File: src/include/cmpctl_pkg.sv
// Constants and carrier types for the dual comparator control block.
// Assumes an AXI4-Lite master with 32-bit data and byte addresses.
package cmpctl_pkg;

  // Bus and block dimensions.
  localparam int unsigned ADDR_W = 8;
  localparam int unsigned DATA_W = 32;
  localparam int unsigned N_CMP  = 2;
  localparam int unsigned PORT_W = 8;

  // Register byte offsets.
  localparam logic [7:0] OFS_CTRL_A0  = 8'h00;
  localparam logic [7:0] OFS_CTRL_B0  = 8'h04;
  localparam logic [7:0] OFS_CTRL_A1  = 8'h08;
  localparam logic [7:0] OFS_CTRL_B1  = 8'h0C;
  localparam logic [7:0] OFS_MIRROR   = 8'h10;
  localparam logic [7:0] OFS_IRQ_STAT = 8'h14;
  localparam logic [7:0] OFS_IRQ_CLR  = 8'h18;
  localparam logic [7:0] OFS_IRQ_EN   = 8'h1C;
  localparam logic [7:0] OFS_PORT     = 8'h20;
  localparam logic [7:0] OFS_ANSEL    = 8'h24;

  // Field positions of comparator_control_a.
  localparam int unsigned A_ENABLE = 7;
  localparam int unsigned A_RESULT = 6;
  localparam int unsigned A_PIN_OE = 5;
  localparam int unsigned A_INVERT = 4;
  localparam int unsigned A_SPEED  = 2;
  localparam int unsigned A_HYST   = 1;
  localparam int unsigned A_SYNC   = 0;

  // Field positions of comparator_control_b.
  localparam int unsigned B_RISE   = 7;
  localparam int unsigned B_FALL   = 6;
  localparam int unsigned B_POS_LO = 4;
  localparam int unsigned B_NEG_LO = 0;

  // Writable bit masks and reset values.
  localparam logic [7:0] CTRL_A_WMASK = 8'hB7;
  localparam logic [7:0] CTRL_B_WMASK = 8'hF3;
  localparam logic [7:0] CTRL_A_RST   = 8'h04;
  localparam logic [7:0] CTRL_B_RST   = 8'h00;
  localparam logic [7:0] ANSEL_RST    = 8'hFF;

  // Positive input select codes.
  localparam logic [1:0] POS_OWN    = 2'h0;
  localparam logic [1:0] POS_DAC    = 2'h1;
  localparam logic [1:0] POS_FIXREF = 2'h2;
  localparam logic [1:0] POS_SHARED = 2'h3;

  // AXI responses.
  localparam logic [1:0] RESP_OKAY   = 2'h0;
  localparam logic [1:0] RESP_SLVERR = 2'h2;

  // Digital settings that one comparator channel needs.
  typedef struct packed {
    logic enable;
    logic invert;
    logic sync_mode;
  } cmpctl_cfg_t;

  // Controls driven into one analog comparator core, one-hot muxes.
  typedef struct packed {
    logic       enable;
    logic       speed_high;
    logic       hyst;
    logic       pos_own;
    logic       pos_dac;
    logic       pos_fixref;
    logic       pos_shared;
    logic       pos_gnd;
    logic [3:0] neg_pin;
  } cmpctl_core_t;

  // State of one comparator channel.
  typedef struct packed {
    logic s1;
    logic s2;
    logic res;
    logic pin;
    logic rise;
    logic fall;
  } cmpctl_chan_st_t;

endpackage

File: src/verilog/cmpctl_chan.sv
// One comparator channel: synchroniser, polarity, edges, timer-synchronous latch.
// Assumes tmr1_fall is a one-cycle pulse on the falling edge of the timer clock.
`timescale 1ns/1ps
module cmpctl_chan (
  input  wire logic                   clk,
  input  wire logic                   arst_n,
  input  wire logic                   raw,
  input  wire cmpctl_pkg::cmpctl_cfg_t cfg,
  input  wire logic                   tmr1_fall,
  output logic                        result,
  output logic                        pin_result,
  output logic                        rise,
  output logic                        fall
);

  cmpctl_pkg::cmpctl_chan_st_t st_r;
  cmpctl_pkg::cmpctl_chan_st_t st_nxt;

  // A disabled core reads low before polarity, so toggling enable or invert makes edges.
  always_comb begin
    st_nxt      = st_r;
    st_nxt.s1   = raw;
    st_nxt.s2   = st_r.s1;
    st_nxt.res  = (st_r.s2 & cfg.enable) ^ cfg.invert;
    st_nxt.rise = ~st_r.res & st_nxt.res;
    st_nxt.fall = st_r.res & ~st_nxt.res;
    // In sync mode the timer copy holds between timer falling edges so the counter never races it.
    if (!cfg.sync_mode || tmr1_fall) begin
      st_nxt.pin = st_nxt.res;
    end
  end

  // State register.
  always_ff @(posedge clk or negedge arst_n) begin
    if (!arst_n) begin
      st_r <= '0;
    end else begin
      st_r <= st_nxt;
    end
  end

  assign result     = st_r.res;
  assign pin_result = st_r.pin;
  assign rise       = st_r.rise;
  assign fall       = st_r.fall;
endmodule // cmpctl_chan

File: src/verilog/cmpctl_top.sv
// Dual comparator control block with an AXI4-Lite register slave.
// Assumes the analog cores, the timer clock and pin directions are outside.
//
// Behaviour
// - Control A bit 7 enables its comparator; read/write, resets low.
// - Control A bit 6 reads result: high when positive input exceeds negative.
// - Control A bit 5 drives result on pin only when pin direction is output.
// - Control A bit 4 inverts result for status, edges and all users.
// - Control A bit 2 resets high for fast mode; low selects low power.
// - Control A bit 1 enables core hysteresis; resets low.
// - Control A bit 0 makes timer and pin copy update on timer falling edges.
// - Control B bit 7 lets a rising result set the interrupt flag.
// - Control B bit 6 lets a falling result set the interrupt flag.
// - Positive select 00 own pin, 01 DAC, 10 fixed voltage reference.
// - Positive select 11: first comparator shared pin, second comparator ground.
// - Negative select picks shared pin 0 to 3; bits 3-2 read zero.
// - Mirror register: second result bit 1, first result bit 0, rest zero.
// - Port reads return zero for every pin set as analog input.
// - An enabled detected edge sets the comparator interrupt flag.
// - Software clears the flag; an edge during the clear keeps it set.
// - Toggling invert or enable makes an edge even while disabled.
// - Status result is latched each clock; pin copy too, but only on timer falling edges in sync mode.
//
// Design decisions made here: the register offsets and register access over AXI4-Lite.
`timescale 1ns/1ps
module cmpctl_top (
  input  wire logic                                        clk,
  input  wire logic                                        arst_n,
  input  wire logic [cmpctl_pkg::ADDR_W-1:0]               s_axi_awaddr,
  input  wire logic [2:0]                                  s_axi_awprot,
  input  wire logic                                        s_axi_awvalid,
  output logic                                             s_axi_awready,
  input  wire logic [cmpctl_pkg::DATA_W-1:0]               s_axi_wdata,
  input  wire logic [3:0]                                  s_axi_wstrb,
  input  wire logic                                        s_axi_wvalid,
  output logic                                             s_axi_wready,
  output logic [1:0]                                       s_axi_bresp,
  output logic                                             s_axi_bvalid,
  input  wire logic                                        s_axi_bready,
  input  wire logic [cmpctl_pkg::ADDR_W-1:0]               s_axi_araddr,
  input  wire logic [2:0]                                  s_axi_arprot,
  input  wire logic                                        s_axi_arvalid,
  output logic                                             s_axi_arready,
  output logic [cmpctl_pkg::DATA_W-1:0]                    s_axi_rdata,
  output logic [1:0]                                       s_axi_rresp,
  output logic                                             s_axi_rvalid,
  input  wire logic                                        s_axi_rready,
  input  wire logic [cmpctl_pkg::N_CMP-1:0]                cmp_raw,
  input  wire logic                                        tmr1_clk,
  input  wire logic [cmpctl_pkg::N_CMP-1:0]                pin_direction_bit,
  input  wire logic [cmpctl_pkg::PORT_W-1:0]               port_pin_in,
  output cmpctl_pkg::cmpctl_core_t [cmpctl_pkg::N_CMP-1:0] cmp_core_ctrl,
  output logic [cmpctl_pkg::N_CMP-1:0]                     cmp_pin_out,
  output logic [cmpctl_pkg::N_CMP-1:0]                     cmp_pin_oe_n,
  output logic [cmpctl_pkg::N_CMP-1:0]                     cmp_timer1_out,
  output logic                                             irq
);

  // Whole block state in one record.
  typedef struct packed {
    logic [cmpctl_pkg::N_CMP-1:0][7:0]                ctrl_a;
    logic [cmpctl_pkg::N_CMP-1:0][7:0]                ctrl_b;
    logic [cmpctl_pkg::N_CMP-1:0]                     irq_stat;
    logic [cmpctl_pkg::N_CMP-1:0]                     irq_en;
    logic [cmpctl_pkg::PORT_W-1:0]                    ansel;
    logic                                             aw_have;
    logic [cmpctl_pkg::ADDR_W-1:0]                    awaddr;
    logic                                             w_have;
    logic [7:0]                                       wbyte;
    logic                                             wlane0;
    logic                                             awready;
    logic                                             wready;
    logic                                             bvalid;
    logic [1:0]                                       bresp;
    logic                                             arready;
    logic                                             rvalid;
    logic [1:0]                                       rresp;
    logic [7:0]                                       rbyte;
    logic                                             t1_prev;
    cmpctl_pkg::cmpctl_core_t [cmpctl_pkg::N_CMP-1:0] core;
    logic [cmpctl_pkg::N_CMP-1:0]                     pin_out;
    logic [cmpctl_pkg::N_CMP-1:0]                     pin_oe_n;
    logic [cmpctl_pkg::N_CMP-1:0]                     t1_out;
    logic                                             irq;
  } cmpctl_top_st_t;

  cmpctl_top_st_t                      st_r;
  cmpctl_top_st_t                      st_nxt;
  cmpctl_pkg::cmpctl_cfg_t [cmpctl_pkg::N_CMP-1:0] cfg;
  logic [cmpctl_pkg::N_CMP-1:0]        res;
  logic [cmpctl_pkg::N_CMP-1:0]        pin_res;
  logic [cmpctl_pkg::N_CMP-1:0]        rise;
  logic [cmpctl_pkg::N_CMP-1:0]        fall;
  logic                                tmr1_fall;

  // Decodes one comparator's control pair into analog core controls.
  // A disabled comparator has every input switch open to save current.
  function automatic cmpctl_pkg::cmpctl_core_t core_dec(
    input logic [7:0] ca,
    input logic [7:0] cb,
    input logic       second
  );
    cmpctl_pkg::cmpctl_core_t c;
    logic [1:0]               ps;
    logic [1:0]               ns;
    logic                     on;
    c          = '0;
    on         = ca[cmpctl_pkg::A_ENABLE];
    ps         = cb[cmpctl_pkg::B_POS_LO +: 2];
    ns         = cb[cmpctl_pkg::B_NEG_LO +: 2];
    c.enable     = on;
    c.speed_high = ca[cmpctl_pkg::A_SPEED];
    c.hyst       = ca[cmpctl_pkg::A_HYST];
    c.pos_own    = on && (ps == cmpctl_pkg::POS_OWN);
    c.pos_dac    = on && (ps == cmpctl_pkg::POS_DAC);
    c.pos_fixref = on && (ps == cmpctl_pkg::POS_FIXREF);
    c.pos_shared = on && (ps == cmpctl_pkg::POS_SHARED) && !second;
    c.pos_gnd    = on && (ps == cmpctl_pkg::POS_SHARED) && second;
    c.neg_pin    = on ? (4'h1 << ns) : 4'h0;
    return c;
  endfunction

  // Timer clock is sampled as a synchronous input; its falling edge paces sync mode.
  assign tmr1_fall = st_r.t1_prev & ~tmr1_clk;

  // Channel settings from the control registers.
  always_comb begin
    for (int i = 0; i < cmpctl_pkg::N_CMP; i++) begin
      cfg[i].enable    = st_r.ctrl_a[i][cmpctl_pkg::A_ENABLE];
      cfg[i].invert    = st_r.ctrl_a[i][cmpctl_pkg::A_INVERT];
      cfg[i].sync_mode = st_r.ctrl_a[i][cmpctl_pkg::A_SYNC];
    end
  end

  for (genvar g = 0; g < cmpctl_pkg::N_CMP; g++) begin : g_chan
    cmpctl_chan u_chan (
      .clk        (clk),
      .arst_n     (arst_n),
      .raw        (cmp_raw[g]),
      .cfg        (cfg[g]),
      .tmr1_fall  (tmr1_fall),
      .result     (res[g]),
      .pin_result (pin_res[g]),
      .rise       (rise[g]),
      .fall       (fall[g])
    );
  end

  // Next state: bus slave, registers, interrupt flags and pin drive.
  always_comb begin
    logic [cmpctl_pkg::N_CMP-1:0] clr;
    logic [cmpctl_pkg::N_CMP-1:0] set_v;
    logic [7:0]                   wb;
    logic [7:0]                   rb;
    logic                         rok;
    st_nxt = st_r;
    clr    = '0;
    set_v  = '0;
    wb     = st_r.wbyte;
    rb     = 8'h00;
    rok    = 1'b1;
    st_nxt.t1_prev = tmr1_clk;

    // Address and data are taken independently, in either order.
    if (s_axi_awvalid && st_r.awready) begin
      st_nxt.aw_have = 1'b1;
      st_nxt.awaddr  = s_axi_awaddr;
    end
    if (s_axi_wvalid && st_r.wready) begin
      st_nxt.w_have = 1'b1;
      st_nxt.wbyte  = s_axi_wdata[7:0];
      st_nxt.wlane0 = s_axi_wstrb[0];
    end
    if (st_r.bvalid && s_axi_bready) begin
      st_nxt.bvalid = 1'b0;
    end

    // Registers hold only the low byte, so only lane 0 can change them.
    if (st_r.aw_have && st_r.w_have && !st_r.bvalid) begin
      st_nxt.aw_have = 1'b0;
      st_nxt.w_have  = 1'b0;
      st_nxt.bvalid  = 1'b1;
      st_nxt.bresp   = cmpctl_pkg::RESP_OKAY;
      case (st_r.awaddr)
        cmpctl_pkg::OFS_CTRL_A0: begin
          if (st_r.wlane0) st_nxt.ctrl_a[0] = wb & cmpctl_pkg::CTRL_A_WMASK;
        end
        cmpctl_pkg::OFS_CTRL_A1: begin
          if (st_r.wlane0) st_nxt.ctrl_a[1] = wb & cmpctl_pkg::CTRL_A_WMASK;
        end
        cmpctl_pkg::OFS_CTRL_B0: begin
          if (st_r.wlane0) st_nxt.ctrl_b[0] = wb & cmpctl_pkg::CTRL_B_WMASK;
        end
        cmpctl_pkg::OFS_CTRL_B1: begin
          if (st_r.wlane0) st_nxt.ctrl_b[1] = wb & cmpctl_pkg::CTRL_B_WMASK;
        end
        cmpctl_pkg::OFS_IRQ_CLR: begin
          if (st_r.wlane0) clr = wb[cmpctl_pkg::N_CMP-1:0];
        end
        cmpctl_pkg::OFS_IRQ_EN: begin
          if (st_r.wlane0) st_nxt.irq_en = wb[cmpctl_pkg::N_CMP-1:0];
        end
        cmpctl_pkg::OFS_ANSEL: begin
          if (st_r.wlane0) st_nxt.ansel = wb;
        end
        cmpctl_pkg::OFS_MIRROR, cmpctl_pkg::OFS_IRQ_STAT, cmpctl_pkg::OFS_PORT: begin
          st_nxt.bresp = cmpctl_pkg::RESP_OKAY;
        end
        default: begin
          st_nxt.bresp = cmpctl_pkg::RESP_SLVERR;
        end
      endcase
    end
    st_nxt.awready = !st_nxt.aw_have && !st_nxt.bvalid;
    st_nxt.wready  = !st_nxt.w_have && !st_nxt.bvalid;

    // Read data is decoded from the address and captured with it.
    case (s_axi_araddr)
      cmpctl_pkg::OFS_CTRL_A0: rb = st_r.ctrl_a[0] | {1'b0, res[0], 6'h00};
      cmpctl_pkg::OFS_CTRL_A1: rb = st_r.ctrl_a[1] | {1'b0, res[1], 6'h00};
      cmpctl_pkg::OFS_CTRL_B0: rb = st_r.ctrl_b[0];
      cmpctl_pkg::OFS_CTRL_B1: rb = st_r.ctrl_b[1];
      cmpctl_pkg::OFS_MIRROR:   rb = {6'h00, res[1], res[0]};
      cmpctl_pkg::OFS_IRQ_STAT: rb = {6'h00, st_r.irq_stat};
      cmpctl_pkg::OFS_IRQ_CLR:  rb = 8'h00;
      cmpctl_pkg::OFS_IRQ_EN:   rb = {6'h00, st_r.irq_en};
      cmpctl_pkg::OFS_PORT:     rb = port_pin_in & ~st_r.ansel;
      cmpctl_pkg::OFS_ANSEL:    rb = st_r.ansel;
      default:                  rok = 1'b0;
    endcase
    if (st_r.rvalid && s_axi_rready) begin
      st_nxt.rvalid = 1'b0;
    end
    if (s_axi_arvalid && st_r.arready) begin
      st_nxt.rvalid = 1'b1;
      st_nxt.rbyte  = rb;
      st_nxt.rresp  = rok ? cmpctl_pkg::RESP_OKAY : cmpctl_pkg::RESP_SLVERR;
    end
    st_nxt.arready = !st_nxt.rvalid;

    // Flags are sticky; a new edge outranks a clear in the same cycle.
    for (int i = 0; i < cmpctl_pkg::N_CMP; i++) begin
      set_v[i] = (rise[i] && st_r.ctrl_b[i][cmpctl_pkg::B_RISE])
              || (fall[i] && st_r.ctrl_b[i][cmpctl_pkg::B_FALL]);
    end
    st_nxt.irq_stat = (st_r.irq_stat & ~clr) | set_v;
    st_nxt.irq      = |(st_nxt.irq_stat & st_nxt.irq_en);

    // Pin drive ignores the enable bit; the direction bit must select output.
    for (int i = 0; i < cmpctl_pkg::N_CMP; i++) begin
      st_nxt.core[i]     = core_dec(st_nxt.ctrl_a[i], st_nxt.ctrl_b[i], i[0]);
      st_nxt.pin_oe_n[i] = !(st_r.ctrl_a[i][cmpctl_pkg::A_PIN_OE]
                             && !pin_direction_bit[i]);
    end
    st_nxt.pin_out = pin_res;
    st_nxt.t1_out  = pin_res;
  end

  // Reset values: control A fast mode set, all pins analog, bus idle but ready.
  always_ff @(posedge clk or negedge arst_n) begin
    if (!arst_n) begin
      st_r          <= '0;
      st_r.ctrl_a   <= {cmpctl_pkg::N_CMP{cmpctl_pkg::CTRL_A_RST}};
      st_r.ctrl_b   <= {cmpctl_pkg::N_CMP{cmpctl_pkg::CTRL_B_RST}};
      st_r.ansel    <= cmpctl_pkg::ANSEL_RST;
      st_r.awready  <= 1'b1;
      st_r.wready   <= 1'b1;
      st_r.arready  <= 1'b1;
      st_r.pin_oe_n <= {cmpctl_pkg::N_CMP{1'b1}};
      for (int i = 0; i < cmpctl_pkg::N_CMP; i++) begin
        st_r.core[i].speed_high <= 1'b1;
      end
    end else begin
      st_r <= st_nxt;
    end
  end

  // Outputs straight from the state register.
  assign s_axi_awready  = st_r.awready;
  assign s_axi_wready   = st_r.wready;
  assign s_axi_bvalid   = st_r.bvalid;
  assign s_axi_bresp    = st_r.bresp;
  assign s_axi_arready  = st_r.arready;
  assign s_axi_rvalid   = st_r.rvalid;
  assign s_axi_rresp    = st_r.rresp;
  assign s_axi_rdata    = {24'h000000, st_r.rbyte};
  assign cmp_core_ctrl  = st_r.core;
  assign cmp_pin_out    = st_r.pin_out;
  assign cmp_pin_oe_n   = st_r.pin_oe_n;
  assign cmp_timer1_out = st_r.t1_out;
  assign irq            = st_r.irq;
endmodule // cmpctl_top

File: config.mk
export PLATFORM = sky130hd
export DESIGN_NAME = cmpctl_top
export DESIGN_NICKNAME = d
export VERILOG_FILES = /design/src/include/cmpctl_pkg.sv /design/src/verilog/cmpctl_chan.sv /design/src/verilog/cmpctl_top.sv
export SDC_FILE = /design/constraint.sdc
export NUM_CORES = 1
export LEC_CHECK = 0
export BUFFER_PORTS_ARGS = -buffer_cell sky130_fd_sc_hd__buf_2
export CAP_MARGIN = 20
export CORE_ASPECT_RATIO = 0.7
export CORE_MARGIN = 5
export CORE_UTILIZATION = 52
export CTS_CLUSTER_SIZE = 12
export DETAILED_ROUTE_END_ITERATION = 10
export PLACE_DENSITY = 0.8
export SYNTH_ARGS = -nofsm -noshare
export SYNTH_HDL_FRONTEND = slang
export SYNTH_SLANG_ARGS = --single-unit
File: constraint.sdc
create_clock -name clk -period 1.93 [get_ports clk]
set_input_delay 0 -clock clk [delete_from_list [all_inputs] [get_ports clk]]
set_output_delay 0 -clock clk [all_outputs]
set_load 0.01 [all_outputs]
# After elaboration in Yosys (flattened, before gate mapping)

Cells that the tools add are included.

Register bits after elaboration: 112
Input bits: 78
Output and inout bits: 72
Word-level logic and storage cells: 184

Equal/unequal tests: 24
Shifts and indexed selects: 2
Mux-type cells: 30
Bitwise gates (word level): 22
Reductions and logical operators: 50

Operators with widths:

| cell                | count |
|---|---|
| $mux 8              | 10 |
| $pmux 8 s9          | 1 |
| $eq 8x5->1 const B  | 8 |
| $eq 8x4->1 const B  | 4 |
| $eq 8x6->1 const B  | 4 |
| $mux 32             | 1 |
| $logic_and 1x1->1   | 23 |
| $mux 11             | 2 |
| $reduce_or 10->1    | 2 |
| $eq 8x3->1 const B  | 2 |
| $logic_not 8->1     | 2 |
| $or 8x7->8          | 2 |
| $reduce_and 3->1    | 5 |
| $mux 2              | 7 |
| $logic_not 1->1     | 11 |
| $mux 10             | 1 |
| $mux 9              | 1 |
| $and 8x8->8         | 1 |
| $eq 2x2->1 const B  | 4 |
| $mux 4              | 2 |
| $not 8->8           | 1 |
| $shl 1x2->4 const A | 2 |
| $and 1x1->1         | 7 |
| $not 1->1           | 5 |
| other kinds (10)    | 20 |

# Logic depth before layout (Yosys ltp)

Gate-level depths: netlist (run 1).

Depth after elaboration: 8
Mapped depth: 7

# Hierarchy

From an unflattened synthesis (run 1), not the netlist that was laid out.

Cell total of the unflattened synthesis: 469
Area total of the unflattened synthesis: 5,127.4 um2

By module, submodules not included:

| module      | times used | cells each | area each (um2) | sequential area each (um2) |
|---|---|---|---|---|
| cmpctl_top  | 1          | 441        | 4,722.0         | 2,321.0 |
| cmpctl_chan | 2          | 14         | 202.7           | 150.1 |

# Worst setup path before layout (run 1)

Ideal clock, no wire load.

Path kind: reg-to-reg
Start: register st_r (netlist bit s_axi_bvalid)
End: register st_r (netlist bit cmp_core_ctrl[14])
Setup time: 0.133 ns
Arrival: 1.515 ns
Data required time: 1.797 ns
Path slack: 0.282 ns
Cell stages (with the launch flop): 8
Path buffers: 3
Period minus slack after synthesis: 1.648 ns
Path through: dfrtp_1 -> and3b_1 -> clkbuf_1 -> buf_2 -> nand4_1 -> clkbuf_1 -> nand3b_1 -> a21oi_1

RTL lines:

| element                  | RTL line          | text |
|---|---|---|
| start: declaration       | cmpctl_top.sv:87  | `cmpctl_top_st_t st_r;` |
| start signal: assignment | cmpctl_top.sv:274 | `st_r <= st_nxt;` |

==> results of run 1 <==
[stage by stage]
stage	setup slack, ns	cells	total power, mW
3_3_place_gp	0.234	666	4.22
6_report	0.129	711	6.28
2_1_floorplan	0.282	513	3.85
3_5_place_dp	0.177	666	4.30
4_1_cts	0.166	711	6.31
5_1_grt	0.00524	711	6.59
[cells in the mapped netlist, drive strengths merged (5+ instances only)]
| master | number | area share |
|---|---|---|
| nor2 | 19 | 0.014 |
| clkbuf | 8 | 0.0058 |
| nand2 | 67 | 0.049 |
| nand3 | 9 | 0.0088 |
| dfstp | 15 | 0.077 |
| o22ai | 6 | 0.0073 |
| dfrtp | 89 | 0.43 |
| inv | 16 | 0.012 |
| or3 | 6 | 0.0073 |
| nor3 | 7 | 0.0078 |
| a21oi | 26 | 0.025 |
| mux2 | 31 | 0.068 |
| o21ai | 22 | 0.021 |
| nand3b | 12 | 0.018 |
| nor3b | 5 | 0.0073 |
| mux2i | 13 | 0.030 |
| nor2b | 7 | 0.0085 |
| nand4 | 7 | 0.012 |
| buf | 73 | 0.11 |
[how the worst max path moves through the flow]
stage	cells past startpoint	start	endpoint	slack (ns)
floorplan	7	s_axi_bvalid	cmp_core_ctrl[14]	0.28
global placement	6	st_r[64]	cmp_core_ctrl[2]	0.23
detailed placement	6	st_r[64]	cmp_core_ctrl[2]	0.18
CTS	6	st_r[64]	cmp_core_ctrl[2]	0.17
global route	6	st_r[64]	cmp_core_ctrl[2]	0.005
finish	6	st_r[64]	cmp_core_ctrl[2]	0.13
[registers in the layout (all words and copies together) (netlist names)]
register,flops
cmp_pin_oe_n,2
s_axi_rdata,8
g_chan.u_chan.rise,2
s_axi_bvalid,1
s_axi_wready,1
irq,1
g_chan.u_chan.result,2
s_axi_arready,1
s_axi_rvalid,1
s_axi_rresp,1
g_chan.u_chan.st_nxt,2
s_axi_bresp,1
cmp_core_ctrl,16
cfg,6
g_chan.u_chan.pin_result,2
g_chan.u_chan.fall,2
g_chan.u_chan.st_r,2
s_axi_awready,1
st_r,50
cmp_timer1_out,2
[final cells by class]
class	count	area share
clock buffers	10	0.0378
inverters	16	0.00992
repair buffers	135	0.150
clock inverters	6	0.0155
multi-input cells	312	0.328
flip-flops and latches	104	0.433
well taps	128	0.0264
[worst max-delay path, stage by stage (launching register included)]
cell	delay, ns
sky130_fd_sc_hd__dfrtp_1	0.43
sky130_fd_sc_hd__nor4b_4	0.29
sky130_fd_sc_hd__buf_4	0.20
sky130_fd_sc_hd__nand4_2	0.09
sky130_fd_sc_hd__buf_4	0.21
sky130_fd_sc_hd__mux2i_4	0.32
sky130_fd_sc_hd__a21oi_1	0.12
[logic make-up after synthesis]
| kind of cell | Yosys count | synth area share |
|---|---|---|
| buffers and inverters | 97 | 0.123 |
| DFF | 104 | 0.510 |
| xor gates and xnor gates | 2 | 0.00341 |
| muxes | 46 | 0.107 |
| and+or+nand+nor | 163 | 0.170 |
| AOI/OAI and AO/OA | 73 | 0.0855 |
| other | 1 | 0.000730 |
[cell usage in the layout (no fill, tap or decap), types with 3 or more instances in the layout]
cell	instances
sky130_fd_sc_hd__and2_1	4
sky130_fd_sc_hd__inv_1	16
sky130_fd_sc_hd__o22ai_1	6
sky130_fd_sc_hd__mux2i_1	11
sky130_fd_sc_hd__nand3_1	9
sky130_fd_sc_hd__nor3_1	6
sky130_fd_sc_hd__dfrtp_1	89
sky130_fd_sc_hd__o21ai_0	22
sky130_fd_sc_hd__buf_2	87
sky130_fd_sc_hd__or2_2	3
sky130_fd_sc_hd__mux2_2	31
sky130_fd_sc_hd__nand4_2	3
sky130_fd_sc_hd__buf_12	3
sky130_fd_sc_hd__conb_1	28
sky130_fd_sc_hd__nor3b_1	5
sky130_fd_sc_hd__a21oi_1	26
sky130_fd_sc_hd__dfstp_2	15
sky130_fd_sc_hd__nand3b_1	12
sky130_fd_sc_hd__buf_4	16
sky130_fd_sc_hd__nor2_1	19
sky130_fd_sc_hd__clkbuf_16	9
sky130_fd_sc_hd__clkinv_4	3
sky130_fd_sc_hd__nor2b_1	7
sky130_fd_sc_hd__nand2b_1	4
sky130_fd_sc_hd__nand2_1	67
sky130_fd_sc_hd__nand4_1	4
sky130_fd_sc_hd__or3_1	6
sky130_fd_sc_hd__dlygate4sd3_1	29
[power groups by stage]
stage          registers [mW]  clock network (mW)  logic [mW]
2_1_floorplan            2.89                   0       0.960
3_3_place_gp             3.04                   0        1.17
3_5_place_dp             3.07                   0        1.23
4_1_cts                  3.04                1.97        1.30
5_1_grt                  3.10                2.07        1.43
6_report                 3.05                1.94        1.30
[metal layers]
metal,routed length [µm],GRT usage
met1,5260,0.283
met2,5330,0.313
met3,1130,0.0622
met4,132,0.0551
met5,0,0
==> impl_metrics.env, run 1 <==
export IMPL_pin_count_of_the_biggest_net_entering_global_routing=46
export IMPL_nNetsFinal=656
export IMPL_period_needed_ns=1.80
export IMPL_dr_pass1_iters=5
export IMPL_min_delay_path_class="in2reg"
export IMPL_post_cts_hold_buffer_count=29
export IMPL_synthArstFlopShare=1.00
export IMPL_rsz_0062_raised_after_global_routing="false"
export IMPL_power_frac_clock=0.308
export IMPL_vias_per_cell=5.32
export IMPL_grt_overflow=0
export IMPL_layout_filler_cells=805
export IMPL_outcome="completed"
export IMPL_dp_final_hpwl_um=8590
export IMPL_syn2layout_area_growth_pct=17.9
export IMPL_synthCells=486
export IMPL_timing_final_hold_violations=0
export IMPL_clock_pin_slew_reported_for_the_worst_setup_and_hold_paths_after_clock_tree_synthesis_ns=0.07
export IMPL_synth_cell_area_um2=5130
export IMPL_netSwitchingPower_mw=1.93
export IMPL_cts_sinks=104
export IMPL_seq_area_um2=2620
export IMPL_netlist_cell_type_count=56
export IMPL_ys_warn_count=0
export IMPL_final_util=0.625
export IMPL_wire_length_of_the_first_global_routing_pass_um=19300
export IMPL_r2r_slack_ns=0.13
export IMPL_wirelength_um=11900
export IMPL_clk_root_buffer_cell="sky130_fd_sc_hd__clkbuf_16"
export IMPL_r2r_worst_path_cells=6
export IMPL_post_route_cell_area_um2=6060
export IMPL_swShare=0.307
export IMPL_h_tree_levels=3
export IMPL_yosysSeqAreaShare=0.510
export IMPL_tritoncts_num_buffers=9
export IMPL_insertion_delay_ns=0.35
export IMPL_synth_main_ff_cell="sky130_fd_sc_hd__dfrtp_1"
export IMPL_fmaxAchievable_mhz=555
export IMPL_path_max_fanout=9
export IMPL_io_buffers=88
export IMPL_drive_gt1_frac=0.309
export IMPL_hold_path_end="s_axi_rdata[3]"
export IMPL_hold_path_startpoint="s_axi_araddr[7]"
export IMPL_top_level_ports=150
export IMPL_first_global_vias=3709
export IMPL_drt_iter0_markers=304
export IMPL_die_y_um=93.1
export IMPL_timing_final_max_slew_violations=0
export IMPL_reg2reg_end="cmp_core_ctrl[2]"
export IMPL_drc=0
export IMPL_share_comb_of_total_power=0.206
export IMPL_seqPwrFrac=0.485
export IMPL_tritoncts="built"
export IMPL_cts_resized=0
export IMPL_worstReg2RegStart="st_r[64]"
export IMPL_placeableCoreArea_um2=9680
export IMPL_cts_setup_buffers=0
export IMPL_worst_endpoint_required_ns=2.14
export IMPL_wl_per_cell_um=16.7
export IMPL_p_leak_nw=2.95
export IMPL_critical_path_class="reg2reg"
export IMPL_floorplan_initialDensity=0.530
export IMPL_timing_clock_skew_ns=0.00673
export IMPL_hold_depth=4
export IMPL_antenna_violating_nets_left=0
export IMPL_grt_antenna_before_repair=0
export IMPL_synth_edf_count=0
export IMPL_combined_global_route_utilization_of_all_metal_layers=0.204
export IMPL_insertedDiodeCount=0
export IMPL_postSynthRegisterBits=104
export IMPL_num_vias=3786
export IMPL_die_w_um=129
export IMPL_internal_power_mw=4.35
export IMPL_multi_input_area_um2=1990
export IMPL_synth_area_per_cell_um2=10.6
export IMPL_design_die_area_um2=12000
export IMPL_critPathCaptureType="flop"
export IMPL_drv_max_cap_violation_count=0
export IMPL_finalSetupViolations=0
export IMPL_holdWs_ns=0.0773
export IMPL_peakVddDrop_v=0.000636
export IMPL_final_gp_congestion=0.933
export IMPL_worst_ep_arrival_time_ns=2.01
export IMPL_core_rowCount=30
export IMPL_clk_path_buf_depth=2
export IMPL_worst_setup_path_start_kind="flop"
export IMPL_fin_tns_setup_ns=0
export IMPL_p_per_area_nw_per_um2=1040
export IMPL_placement_cell_area_um2=5440
export IMPL_min_period_over_period=0.933
Note: power is estimated with default switching activity, not from simulation.
==> run 2: changes to the inputs <==
--- a/config.mk
+++ b/config.mk
@@ -13,4 +13,5 @@
 export CTS_CLUSTER_SIZE = 12
 export DETAILED_ROUTE_END_ITERATION = 10
+export GPL_ROUTABILITY_DRIVEN = 0
 export PLACE_DENSITY = 0.8
 export SYNTH_ARGS = -nofsm -noshare
==> constraint.sdc (replaced) <==
create_clock -name clk -period 1.93 [get_ports clk]
set_input_delay 0.193 -clock clk [delete_from_list [all_inputs] [get_ports clk]]
set_output_delay 0.193 -clock clk [all_outputs]
set_load 0.01 [all_outputs]
==> impl_metrics.env, run 2 (synthesis gave the netlist of run 1 again) <==
export IMPL_dp_final_hpwl_um=8540
export IMPL_cts_setup_buffers=0
export IMPL_outcome="completed"
export IMPL_die_y_um=93.1
export IMPL_drive_gt1_frac=0.323
export IMPL_critPathCaptureType="flop"
export IMPL_dr_pass1_iters=5
export IMPL_crit_path_max_incr_delay_ns=0.43
export IMPL_clk_path_buf_depth=2
export IMPL_grt_overflow=0
export IMPL_top_usage_layer="met2"
export IMPL_min_delay_path_class="in2reg"
export IMPL_drc=0
export IMPL_rsz_0062_raised_after_global_routing="false"
export IMPL_placeableCoreArea_um2=9680
export IMPL_grt_use_met1=0.285
export IMPL_peakVddDrop_v=0.000629
export IMPL_crit_path_top_delay_cell="sky130_fd_sc_hd__dfrtp_1"
export IMPL_flip_flop_count_of_the_largest_register_after_layout=50
export IMPL_path_max_fanout=9
export IMPL_timing_clock_skew_ns=0.00821
export IMPL_worst_ep_arrival_time_ns=2.00
export IMPL_timing_final_max_slew_violations=0
export IMPL_p_leak_nw=2.84
export IMPL_non_filler_instance_count_after_layout=686
export IMPL_wirelength_um=11700
export IMPL_vias_per_cell=5.44
export IMPL_wl_per_cell_um=17.1
export IMPL_critical_path_buf_inv_count=2
export IMPL_regMostFlops="st_r"
export IMPL_syn2layout_area_growth_pct=12.9
export IMPL_timing_critical_path_mode_cell="sky130_fd_sc_hd__buf_4"
export IMPL_insertion_delay_ns=0.35
export IMPL_core_rowCount=30
export IMPL_die_w_um=129
export IMPL_finalSetupViolations=0
export IMPL_worstReg2RegStart="st_r[64]"
export IMPL_critical_path_startpoint="st_r[64]"
export IMPL_floorplan_initialDensity=0.530
export IMPL_wire_length_of_the_first_global_routing_pass_um=19100
export IMPL_combined_global_route_utilization_of_all_metal_layers=0.201
export IMPL_min_period_over_period=0.920
export IMPL_worst_endpoint_required_ns=2.15
export IMPL_antenna_violating_nets_left=0
export IMPL_insertedDiodeCount=0
export IMPL_p_per_area_nw_per_um2=1060
export IMPL_worst_setup_path_start_kind="flop"
export IMPL_tritoncts="built"
export IMPL_worst_slew_margin_rel=0.670
export IMPL_num_vias=3729
export IMPL_drt_iter0_markers=392
export IMPL_clk_root_buffer_cell="sky130_fd_sc_hd__clkbuf_16"
export IMPL_h_tree_levels=3
export IMPL_top_level_ports=150
export IMPL_timing_final_hold_violations=0
export IMPL_tritoncts_num_buffers=9
export IMPL_mostFrequentLayoutCells="89 x sky130_fd_sc_hd__dfrtp_1, 87 x sky130_fd_sc_hd__buf_2, 67 x sky130_fd_sc_hd__nand2_1"
export IMPL_cell_family_contributing_the_most_delay_on_the_critical_path="flip-flops"
export IMPL_critical_path_cell_chain="nor4b_4 > buf_4 > nand4_2 > buf_4 > mux2i_4 > a21oi_1"
export IMPL_design_die_area_um2=12000
export IMPL_max_slew_worst_pin_slew_ns=0.491
export IMPL_first_global_vias=3756
export IMPL_pin_count_of_the_biggest_net_entering_global_routing=53
export IMPL_io_buffers=88
export IMPL_fin_tns_setup_ns=0
export IMPL_drv_max_cap_violation_count=0
export IMPL_critical_path_class="reg2reg"
export IMPL_grtUsageMet2=0.309
export IMPL_nNetsFinal=631
export IMPL_grt_antenna_before_repair=0
export IMPL_grtUsageMet3=0.0571
export IMPL_hold_path_startpoint="pin_direction_bit[1]"
export IMPL_cts_sinks=104
export IMPL_period_needed_ns=1.78
export IMPL_placedCellCount=665
export IMPL_layout_commonest_cell="sky130_fd_sc_hd__dfrtp_1"
export IMPL_fmaxAchievable_mhz=563
export IMPL_clock_pin_slew_reported_for_the_worst_setup_and_hold_paths_after_clock_tree_synthesis_ns=0.07
-- run 2: cell count changes in the layout (fill, tap and decap cells not counted), sizes merged --
cell / change
dlygate4sd3: -24
inv: +4
clkinv: -3
buf: -1
bufinv: -1
-- run 2: power breakdown --
part | leakage [nW] | total (mW) | switching, mW | internal (mW)
Sequential | 1.33 | 3.03 | 0.456 | 2.57
Clock | 0.151 | 1.90 | 0.839 | 1.06
Combinational | 1.36 | 1.21 | 0.636 | 0.579
Total | 2.84 | 6.14 | 1.93 | 4.21
-- run 2: final timing paths --
path | to | slack (ns) | cells after the start
max | cmp_core_ctrl[3] | 0.15 | 6
min | cmp_pin_oe_n[1] | 0.04 | 2
max reg2reg | cmp_core_ctrl[3] | 0.15 | 6
min reg2reg | g_chan[1].u_chan.st_r[4] | 0.36 | 0
max in group asynchronous | s_axi_awready | 0.89 | 3
min in group asynchronous | s_axi_rdata[5] | 0.34 | 2
-- run 2: area by class of cell --
| type | instances | area, µm² |
|---|---|---|
| inverter | 16 | 60.1 |
| clock buffer | 10 | 239 |
| tap | 128 | 160 |
| clock inverter | 6 | 72.6 |
| sequential | 104 | 2620 |
| timing repair buffer | 110 | 658 |
| fill | 832 | 3890 |
| multi-input combinational | 312 | 1990 |
-- run 2: per-layer routing --
metal	part of all wire	vias up	wire, µm
li1	-	1722	-
met1	0.44	1829	5180
met2	0.46	162	5330
met3	0.088	16	1030
met4	0.013	0	149
met5	0	-	0
-- run 2: repair_timing --
item,4_1_cts,5_1_grt
endpoints found under the hold margin,29,0
gates resized for setup,0,0
hold buffers,5,0
-- run 2: through the flow --
| stage | total power [mW] | utilization | worst slack [ns] | hold WS [ns] | instance area [µm²] |
|---|---|---|---|---|---|
| after global placement | 4.20 | 0.561 | 0.240 | 0.163 | 5440 |
| after CTS | 6.19 | 0.599 | 0.152 | 0.0322 | 5800 |
| final | 6.14 | 0.599 | 0.154 | 0.0385 | 5800 |
| after floorplan | 3.85 | - | 0.282 | -0.103 | 5240 |
| after detailed placement | 4.27 | 0.561 | 0.153 | 0.175 | 5440 |
| after global routing | 6.46 | 0.599 | 0.0102 | 0.0439 | 5800 |
